--- src/logic/dpt_pkg.sv ---
// Operation
// RULE1: Mode bit selects timer or event counting
// RULE2: Noise rejector on event input when selected
// RULE3: Polarity bit picks counted input edge
// RULE4: Channel bit picks timer driving square output
// RULE5: Output control bit enables square output pin
// RULE6: Source bit picks fast or slow oscillator
// RULE7: Prescaler codes divide by 1, 4, 32, 256
// RULE8: Writing 1 to reset bit reloads counter
// RULE9: Run bit starts and halts counting
// RULE10: Eight-bit reload value in two nibbles
// RULE11: Timer 0 count readable as two nibbles
// RULE12: Mode register bit 3 reads zero
// RULE13: Timer 1 count readable as two nibbles
// RULE14: Interrupt mask bit per timer enables it
// RULE15: Factor flag set on underflow, write-1 clears
// RULE16: Decrement per tick, reload, flag, toggle
package dpt_pkg;

   localparam logic [15:0] DPT_ADDR_MODE  = 16'hffc0;
   localparam logic [15:0] DPT_ADDR_OUTCK = 16'hffc1;
   localparam logic [15:0] DPT_ADDR_PSR0  = 16'hffc2;
   localparam logic [15:0] DPT_ADDR_PSR1  = 16'hffc3;
   localparam logic [15:0] DPT_ADDR_RLD0L = 16'hffc4;
   localparam logic [15:0] DPT_ADDR_RLD0H = 16'hffc5;
   localparam logic [15:0] DPT_ADDR_RLD1L = 16'hffc6;
   localparam logic [15:0] DPT_ADDR_RLD1H = 16'hffc7;
   localparam logic [15:0] DPT_ADDR_CNT0L = 16'hffc8;
   localparam logic [15:0] DPT_ADDR_CNT0H = 16'hffc9;
   localparam logic [15:0] DPT_ADDR_CNT1L = 16'hffca;
   localparam logic [15:0] DPT_ADDR_CNT1H = 16'hffcb;
   localparam logic [15:0] DPT_ADDR_MASK  = 16'hffe2;
   localparam logic [15:0] DPT_ADDR_FLAG  = 16'hfff2;

   // Field positions
   localparam int DPT_MODE_POL   = 0;
   localparam int DPT_MODE_NR    = 1;
   localparam int DPT_MODE_EVT   = 2;
   localparam int DPT_OC_CK0     = 0;
   localparam int DPT_OC_CK1     = 1;
   localparam int DPT_OC_OUTEN   = 2;
   localparam int DPT_OC_OUTPUT_CHANNEL_SELECT   = 3;
   localparam int DPT_PS_RUN     = 0;
   localparam int DPT_PS_RST     = 1;
   localparam int DPT_PS_RATIO   = 2;

   localparam logic [3:0] DPT_NIB_RESET = 4'h0;
   localparam logic [7:0] DPT_BYTE_RESET = 8'h00;
   // Noise rejector: input must hold this many core cycles
   localparam logic [3:0] DPT_NR_CYCLES = 4'h4;

   typedef struct packed {
      logic       run;
      logic [1:0] ratio;
      logic       fast_src;
      logic [7:0] reload;
   } dpt_timer_cfg_t;

endpackage : dpt_pkg

--- src/logic/dpt_timer.sv ---
`timescale 1ns/100ps
`default_nettype none

module dpt_timer
   import dpt_pkg::*;
#(
   parameter int W = 8
) (
   input  wire logic       core_clk_i,
   input  wire logic       rst_n_i,
   input  wire logic       bus_wr_i,
   input  wire logic       bus_rd_i,
   input  wire logic [15:0] bus_addr_i,
   input  wire logic [3:0] bus_wdata_i,
   output logic      [3:0] bus_rdata_o,
   input  wire logic       slow_oscillator_i,
   input  wire logic       fast_oscillator_i,
   input  wire logic       event_in_i,
   output logic            timer_square_out_pin_o,
   output logic            timer0_irq_o,
   output logic            timer1_irq_o
);

   // Counter, reload and read-back paths are all built for one byte
   if (W != 8) begin : g_bad_width
      $error("dpt_timer supports only W = 8");
   end

   // ---------------------------------------------------------------
   // Input synchronisers
   // ---------------------------------------------------------------
   logic [2:0] sync1_q;
   logic [2:0] sync2_q;
   logic [2:0] prev_q;

   always_ff @(posedge core_clk_i or negedge rst_n_i) begin
      if (!rst_n_i) begin
         sync1_q <= 3'h0;
         sync2_q <= 3'h0;
         prev_q  <= 3'h0;
      end else begin
         sync1_q <= {event_in_i, fast_oscillator_i, slow_oscillator_i};
         sync2_q <= sync1_q;
         prev_q  <= sync2_q;
      end
   end

   logic slow_rise;
   logic fast_rise;
   assign slow_rise = sync2_q[0] & ~prev_q[0];
   assign fast_rise = sync2_q[1] & ~prev_q[1];

   // ---------------------------------------------------------------
   // Control registers
   // ---------------------------------------------------------------
   logic [2:0]     mode_q;
   logic [3:0]     outck_q;
   dpt_timer_cfg_t cfg_q [2];
   logic [1:0]     mask_q;
   logic [1:0]     flag_q;
   logic [1:0]     reload_req;
   logic [1:0]     uflow;
   logic [7:0]     cnt_q [2];

   function automatic logic hit(input logic [15:0] a,
                                input logic [15:0] b);
      return a == b;
   endfunction

   always_ff @(posedge core_clk_i or negedge rst_n_i) begin
      if (!rst_n_i) begin
         mode_q  <= 3'h0;                                   // RULE1
         outck_q <= DPT_NIB_RESET;
         mask_q  <= 2'h0;
      end else if (bus_wr_i) begin
         if (hit(bus_addr_i, DPT_ADDR_MODE))
            mode_q <= bus_wdata_i[2:0];                     // RULE1
         if (hit(bus_addr_i, DPT_ADDR_OUTCK))
            outck_q <= bus_wdata_i;                         // RULE4
         if (hit(bus_addr_i, DPT_ADDR_MASK))
            mask_q <= bus_wdata_i[1:0];                     // RULE14
      end
   end

   genvar g;
   generate
      for (g = 0; g < 2; g++) begin : g_cfg
         localparam logic [15:0] PSR = g ? DPT_ADDR_PSR1 : DPT_ADDR_PSR0;
         localparam logic [15:0] RL  = g ? DPT_ADDR_RLD1L : DPT_ADDR_RLD0L;
         localparam logic [15:0] RH  = g ? DPT_ADDR_RLD1H : DPT_ADDR_RLD0H;
         always_ff @(posedge core_clk_i or negedge rst_n_i) begin
            if (!rst_n_i) begin
               cfg_q[g].run    <= 1'b0;
               cfg_q[g].ratio  <= 2'h0;
               cfg_q[g].reload <= DPT_BYTE_RESET;           // RULE10
               cfg_q[g].fast_src <= 1'b0;                   // RULE6
            end else if (bus_wr_i) begin
               if (hit(bus_addr_i, PSR)) begin
                  cfg_q[g].run   <= bus_wdata_i[DPT_PS_RUN]; // RULE9
                  cfg_q[g].ratio <= bus_wdata_i[3:2];        // RULE7
               end
               if (hit(bus_addr_i, RL))
                  cfg_q[g].reload[3:0] <= bus_wdata_i;      // RULE10
               if (hit(bus_addr_i, RH))
                  cfg_q[g].reload[7:4] <= bus_wdata_i;      // RULE10
               // Mirrors the source bit of the shared select register
               if (hit(bus_addr_i, DPT_ADDR_OUTCK))
                  cfg_q[g].fast_src <= bus_wdata_i[g];      // RULE6
            end
         end
         assign reload_req[g] = bus_wr_i & hit(bus_addr_i, PSR)
                                & bus_wdata_i[DPT_PS_RST];  // RULE8
      end
   endgenerate

   // ---------------------------------------------------------------
   // Event input with optional noise rejection
   // ---------------------------------------------------------------
   logic [3:0] nr_cnt_q;
   logic       nr_lvl_q;
   logic       evt_prev_q;
   logic       evt_lvl;
   logic       evt_tick;

   always_ff @(posedge core_clk_i or negedge rst_n_i) begin
      if (!rst_n_i) begin
         nr_cnt_q <= 4'h0;
         nr_lvl_q <= 1'b0;
      end else if (sync2_q[2] == nr_lvl_q) begin
         nr_cnt_q <= 4'h0;
      end else if (nr_cnt_q == DPT_NR_CYCLES - 4'h1) begin
         nr_cnt_q <= 4'h0;
         nr_lvl_q <= sync2_q[2];                            // RULE2
      end else begin
         nr_cnt_q <= nr_cnt_q + 4'h1;
      end
   end

   assign evt_lvl = mode_q[DPT_MODE_NR] ? nr_lvl_q : sync2_q[2]; // RULE2

   always_ff @(posedge core_clk_i or negedge rst_n_i) begin
      if (!rst_n_i) evt_prev_q <= 1'b0;
      else          evt_prev_q <= evt_lvl;
   end

   // Polarity 0 counts falling edges, 1 rising edges
   assign evt_tick = mode_q[DPT_MODE_POL] ? (evt_lvl & ~evt_prev_q)
                                          : (~evt_lvl & evt_prev_q); // RULE3

   // ---------------------------------------------------------------
   // Prescalers and counters
   // ---------------------------------------------------------------
   logic [1:0] tick;
   logic [1:0] timer_square_out_pin_q;

   function automatic logic ps_tap(input logic [1:0] r,
                                   input logic [7:0] p);
      case (r)
         2'h0:    return 1'b1;
         2'h1:    return p[1:0] == 2'h3;
         2'h2:    return p[4:0] == 5'h1f;
         default: return p == 8'hff;
      endcase
   endfunction

   generate
      for (g = 0; g < 2; g++) begin : g_tmr
         logic [7:0] ps_q;
         logic       src;
         logic       ps_tick;
         assign src = cfg_q[g].fast_src ? fast_rise : slow_rise; // RULE6
         assign ps_tick = src & ps_tap(cfg_q[g].ratio, ps_q);    // RULE7
         always_ff @(posedge core_clk_i or negedge rst_n_i) begin
            if (!rst_n_i) ps_q <= 8'h00;
            else if (!cfg_q[g].run) ps_q <= 8'h00;
            else if (src) ps_q <= ps_q + 8'h01;
         end
         if (g == 0) begin : g_ev
            assign tick[g] = mode_q[DPT_MODE_EVT] ? evt_tick
                                                   : ps_tick;    // RULE1
         end else begin : g_nev
            assign tick[g] = ps_tick;
         end
         assign uflow[g] = cfg_q[g].run & tick[g] & (cnt_q[g] == 8'h00);
         always_ff @(posedge core_clk_i or negedge rst_n_i) begin
            if (!rst_n_i) begin
               cnt_q[g]  <= DPT_BYTE_RESET;                      // RULE11
               timer_square_out_pin_q[g] <= 1'b0;
            end else if (reload_req[g]) begin
               cnt_q[g] <= cfg_q[g].reload;                      // RULE8
            end else if (cfg_q[g].run && tick[g]) begin         // RULE9
               if (uflow[g]) begin
                  cnt_q[g]  <= cfg_q[g].reload;                  // RULE16
                  timer_square_out_pin_q[g] <= ~timer_square_out_pin_q[g];                       // RULE16
               end else begin
                  cnt_q[g] <= cnt_q[g] - 8'h01;                  // RULE16
               end
            end
         end
         // Set beats a write-1 clear in the same cycle
         always_ff @(posedge core_clk_i or negedge rst_n_i) begin
            if (!rst_n_i) flag_q[g] <= 1'b0;
            else if (uflow[g]) flag_q[g] <= 1'b1;                // RULE15
            else if (bus_wr_i && hit(bus_addr_i, DPT_ADDR_FLAG)
                     && bus_wdata_i[g]) flag_q[g] <= 1'b0;       // RULE15
         end
      end
   endgenerate

   // ---------------------------------------------------------------
   // Outputs
   // ---------------------------------------------------------------
   logic sq_sel;
   assign sq_sel = outck_q[DPT_OC_OUTPUT_CHANNEL_SELECT] ? timer_square_out_pin_q[1] : timer_square_out_pin_q[0]; // RULE4

   always_ff @(posedge core_clk_i or negedge rst_n_i) begin
      if (!rst_n_i) begin
         timer_square_out_pin_o <= 1'b0;
         timer0_irq_o <= 1'b0;
         timer1_irq_o <= 1'b0;
      end else begin
         timer_square_out_pin_o <= outck_q[DPT_OC_OUTEN] & sq_sel; // RULE5
         timer0_irq_o <= flag_q[0] & mask_q[0];                  // RULE14
         timer1_irq_o <= flag_q[1] & mask_q[1];                  // RULE14
      end
   end

   logic [3:0] rd_d;
   always_comb begin
      case (bus_addr_i)
         DPT_ADDR_MODE:  rd_d = {1'b0, mode_q};                  // RULE12
         DPT_ADDR_OUTCK: rd_d = outck_q;
         DPT_ADDR_PSR0:  rd_d = {cfg_q[0].ratio, 1'b0, cfg_q[0].run};
         DPT_ADDR_PSR1:  rd_d = {cfg_q[1].ratio, 1'b0, cfg_q[1].run};
         DPT_ADDR_RLD0L: rd_d = cfg_q[0].reload[3:0];
         DPT_ADDR_RLD0H: rd_d = cfg_q[0].reload[7:4];
         DPT_ADDR_RLD1L: rd_d = cfg_q[1].reload[3:0];
         DPT_ADDR_RLD1H: rd_d = cfg_q[1].reload[7:4];
         DPT_ADDR_CNT0L: rd_d = cnt_q[0][3:0];                   // RULE11
         DPT_ADDR_CNT0H: rd_d = cnt_q[0][7:4];                   // RULE11
         DPT_ADDR_CNT1L: rd_d = cnt_q[1][3:0];                   // RULE13
         DPT_ADDR_CNT1H: rd_d = cnt_q[1][7:4];                   // RULE13
         DPT_ADDR_MASK:  rd_d = {2'h0, mask_q};
         DPT_ADDR_FLAG:  rd_d = {2'h0, flag_q};
         default:        rd_d = 4'h0;
      endcase
   end

   always_ff @(posedge core_clk_i or negedge rst_n_i) begin
      if (!rst_n_i)      bus_rdata_o <= 4'h0;
      else if (bus_rd_i) bus_rdata_o <= rd_d;
   end
endmodule : dpt_timer

`default_nettype wire

--- config.mk ---
export PLATFORM = sky130hd
export DESIGN_NAME = dpt_timer
export DESIGN_NICKNAME = d
export VERILOG_FILES = /design/src/logic/dpt_pkg.sv /design/src/logic/dpt_timer.sv
export SDC_FILE = /design/constraint.sdc
export NUM_CORES = 1
export LEC_CHECK = 0
export BUFFER_PORTS_ARGS = -buffer_cell sky130_fd_sc_hd__buf_2
export CORE_MARGIN = 5
export CORE_UTILIZATION = 50
export DETAILED_ROUTE_END_ITERATION = 6
export GPL_TIMING_DRIVEN = 0
export PLACE_DENSITY = 0.72
export SYNTH_ARGS = -nofsm -noshare
export SYNTH_HDL_FRONTEND = slang
export SYNTH_SLANG_ARGS = --single-unit
--- constraint.sdc ---
create_clock -name core_clk_i -period 2.45 [get_ports core_clk_i]
set_input_delay 0.49 -clock core_clk_i [delete_from_list [all_inputs] [get_ports core_clk_i]]
set_output_delay 0.49 -clock core_clk_i [all_outputs]
set_load 0.02 [all_outputs]
==> results.md <==
- The number of sinks handled by clock tree synthesis is ~90.
- Setup slack on the worst reg-to-reg path comes out at between 0.1 and 0.15 ns.
- The final hold violation count is 0.
- The total I/O pin count is 34.
- The largest clock skew in the final design is roughly 0.012 ns.
- The via count of the first global-routing pass came to 3,737.
- The number of vias in the routed layout is approximately 3.6k.
- The via-per-instance ratio is about 6.
- The measured slew at the worst slew-check pin is 0.884 ns.
- For this run, the share of the core covered by cells in the final layout is 57.7%.
- The largest stage delay on the critical path is 0.42 ns.
- The count of final setup violators is 0.
- The largest fanout on the critical path is 3.
- The pin count of the biggest net entering global routing is 57.
- Of the total synthesized cell area, the portion taken by AND, OR, NAND and NOR gates is around 20%.
- Multiplexer cells account for roughly 14% of the synthesized area.
- The HPWL reported at the end of detailed placement is about 8 mm.
- The reg-to-reg critical path startpoint is g_tmr[0].ps_q[1].
- TritonCTS built the clock tree.
- The mean area per synthesized cell is approximately 11 um^2.
- In this run the worst hold path is classified as in2async.
- The number of buffers between clock root and the deepest sink is 2.
- The die covers ~11,000 um^2.
- The standard cell core area is ~9200 um^2.
- The number of remaining DRC errors is 0.
- Synthesis instantiated 64 different standard cells from the library.
- At the end of routability-driven placement, the weighted congestion stood at between 0.9 and 1.
- After detailed placement, the design holds a cell count of around 580.
- The number of synthesized register bits is a little under 90.
- The total grt overflow is 0.
- The design draws roughly 2.7 mW.
- The netlist area before placement is 4690 um^2.
- The antenna diode count is 0.
- The commonest cells after synthesis are dfrtp_1, mux2_2, nand2_1, nor2_1.
- The reg-to-reg endpoint is cnt_q[12].
- The post-layout instance count excluding filler cells is about 600.
- During synthesis, Yosys emitted a total of 0 warnings.
- The leakage power is roughly 2.4 nW.
- The power density relative to cell area is slightly above 500 nW/um^2.
- The tree is rooted in a clkbuf_8.
- Across the VDD grid, the largest voltage drop is around 0.52 mV.
- The synthesized design contains 0 enable-type register cells.
- Measured against its own limit, the worst slew margin works out to 40.6%.
- The post-synthesis compound-gate area fraction is ~11%.
- The cell class contributing the biggest share of worst-path delay is compound AO/OA/AOI/OAI gates.
- For this configuration, the core starts out at a cell density of between 50% and 60%.
- The aggregate global-route resource usage is between 20% and 30%.
- The clock insertion delay at the later pin of the skew report is approximately 0.36 ns.
- The most common cell in the synthesized netlist is dfrtp_1.
- The critical path goes through ha_4 > and3_1 > ha_1 > nor2_1 > a22oi_1 > a31o_2 > a21oi_4 > buf_4 > mux2_2 > o22a_1.
- The sequential standard cell area is roughly 2200 um^2.
- The flip-flop cell with the highest count after synthesis is dfrtp_1.
- By area, the combinational part of the netlist is dominated by simple AND/OR/NAND/NOR gates.
- Sorting the synthesized cells by area gives the leading types as dfrtp_1, mux2_2, mux2i_1.
- The run finished with clean final reports.
- The data required time at the worst endpoint is 2.71 ns.
- The worst hold slack across all endpoints is about 0.070 ns.
- The top cell type's share of synthesized area is ~47%.
- Counting every instance in the synthesized netlist gives between 400 and 500.
- The critical path is of the reg2reg type.
- The data arrival time of the critical path is roughly 2.6 ns.
- The final critical-path required period is about 2.3 ns.
- The sort of element at the start of the critical path is a flip-flop.
- The number of cells on the worst reg-to-reg path is 10.
- The number of buffers added by the clock tree synthesis step is 9.
- The number of antenna violations at the first check in global routing came to 0.
- The number of nets in the finished design is a little over 500.
- Among all stages on the critical path, the largest delay is contributed by dfrtp_1.
- The number of cell rows is 35.
- The cell type with the largest total area after synthesis is dfrtp_1.
- The area growth from synthesis to layout is 13.1%.
- The first-pass GRT wire length is around 18 mm.
- In the final layout, the share of cells above drive strength 1 is between 20 and 25%.
- The die boundary width is 107 um.
- Clock-pin slew was measured on the worst setup and hold paths at around 0.09 ns.
- The sequential-to-total area share from yosys stat is a little under half.
- The critical path startpoint is g_tmr[0].ps_q[1].
- Across the run, the number of max-cap violations was 0.
- The height of the die is approximately 110 um.
- The number of fillers in the final layout is 808.
- The detailed router finished its first iteration with between 300 and 400 violations.
- The CTS H-tree depth is 3.
- Setup repair after global routing could not meet its margin everywhere.
- The first detailed-routing pass took 5 iterations.
- The xor/xnor cell area share of the yosys netlist is under 10%.
- The buffers plus inverters on the worst setup path is 1.
- The per-cell routed wire length is between 15 and 20 um.
- Summing all non-filler instances in the final layout gives an area of ~5300 um^2.
- The total cell area at the placement stage is 5000 um^2.
- Wires add up to 11.0 mm.
- The number of slew-limit violations in the final report is 0.
- The upper clock frequency limit is around 430 MHz.
- STA classifies the critical path endpoint as a flip-flop.
- The detail route stage leaves a number of antenna-violating nets equal to 0.
- The number of hold-repair buffers added at the cts stage is 0.
- The synthesized netlist net count is 469.
- Port buffering added 28 buffers.
- In the finished design, the share of the clock period the worst path needs comes to 95.6%.
- Counting flops with an async set or reset pin after synthesis yields a share of between 90% and 100%.
- The multi-input combinational cell area is between 2000 and 2500 um^2.
- The area share of fa/ha/maj cells after synthesis is between 1.5 and 2%.
==> registers in the layout, summed over array words and instances, names as in the netlist <==
| name | count |
|---|---|
| nr_lvl_q | 1 |
| cnt_q | 16 |
| mode_q | 3 |
| bus_rdata_o | 4 |
| mask_q | 2 |
| timer1_irq_o | 1 |
| timer_square_out_pin_q | 2 |
| outck_q | 4 |
| nr_cnt_q | 4 |
| flag_q | 2 |
| sync1_q | 3 |
| cfg_q | 22 |
| sync2_q | 3 |
| g_tmr.ps_q | 16 |
| evt_prev_q | 1 |
| prev_q | 2 |
| timer_square_out_pin_o | 1 |
| timer0_irq_o | 1 |
==> layout make-up <==
type | count | share of cell area, %
clock buffers | 11 | 2.67
repair buffers | 38 | 4.55
clock inverters | 3 | 0.826
well taps | 111 | 2.62
multi-input cells | 315 | 45.2
flip-flops and latches | 88 | 41.5
inverters | 15 | 1.06
plain buffers | 17 | 1.58
==> worst max path at each step <==
| stage | endpoint | cells past startpoint | slack [ns] |
|---|---|---|---|
| floorplan | cnt_q[15] | 10 | 0.05 |
| finish | cnt_q[12] | 10 | 0.11 |
| global route | cnt_q[2] | 10 | -0.03 |
| global placement | cnt_q[15] | 10 | -0.11 |
| CTS | cnt_q[15] | 10 | 0.009 |
| detailed placement | cnt_q[15] | 10 | -0.15 |
==> placed cells by master, fill, tap and decap left out, types with 8 or more instances in the layout <==
cell type	Yosys	final
and2_1	8	8
xor2_1	9	9
o2bb2ai_1	8	8
inv_1	14	14
dfrtp_1	88	88
buf_2	2	29
mux2i_1	16	16
clkbuf_8	0	10
buf_4	1	11
nor2b_1	12	11
xnor2_1	8	8
mux2_2	40	39
nand3_1	19	19
nand4_1	19	19
clkbuf_1	11	11
nor3_1	14	14
nor2_1	27	26
a21oi_1	11	11
nand2_1	29	29
==> stage by stage <==
stage / TNS, ns / setup slack [ns]
6_report: 0 / 0.107
5_1_grt: -0.0512 / -0.0332
4_1_cts: 0 / 0.00910
3_5_place_dp: -2.06 / -0.150
3_3_place_gp: -0.997 / -0.115
2_1_floorplan: 0 / 0.0468
==> where the power goes <==
part / internal (mW) / total (mW) / switching (mW)
sequential: 1.48 / 1.50 / 0.0222
clock: 0.489 / 0.981 / 0.492
combinational: 0.0722 / 0.195 / 0.123
==> metal layers <==
layer / global-route usage (%) / up-vias / part of all wire [%]
li1: - / 1704 / -
met3: 4.70 / 18 / 5.7
met4: 7.67 / 0 / 2.2
met5: 0 / - / 0
met1: 28.1 / 1757 / 46
met2: 32.0 / 105 / 46
==> timing repair <==
item                                    in CTS  in global routing
pin swaps                                    2                  6
gates resized for setup                      3                 10
endpoints found under the setup margin       7                 13
setup buffers                                4                  5
==> cell families after synthesis <==
family,Yosys count
simple gates,164
flops,88
compound gates,67
mux,60
buf+inv,32
xor+xnor,17
fa+ha+maj,7
No activity file was read; power rests on OpenSTA's default activity.
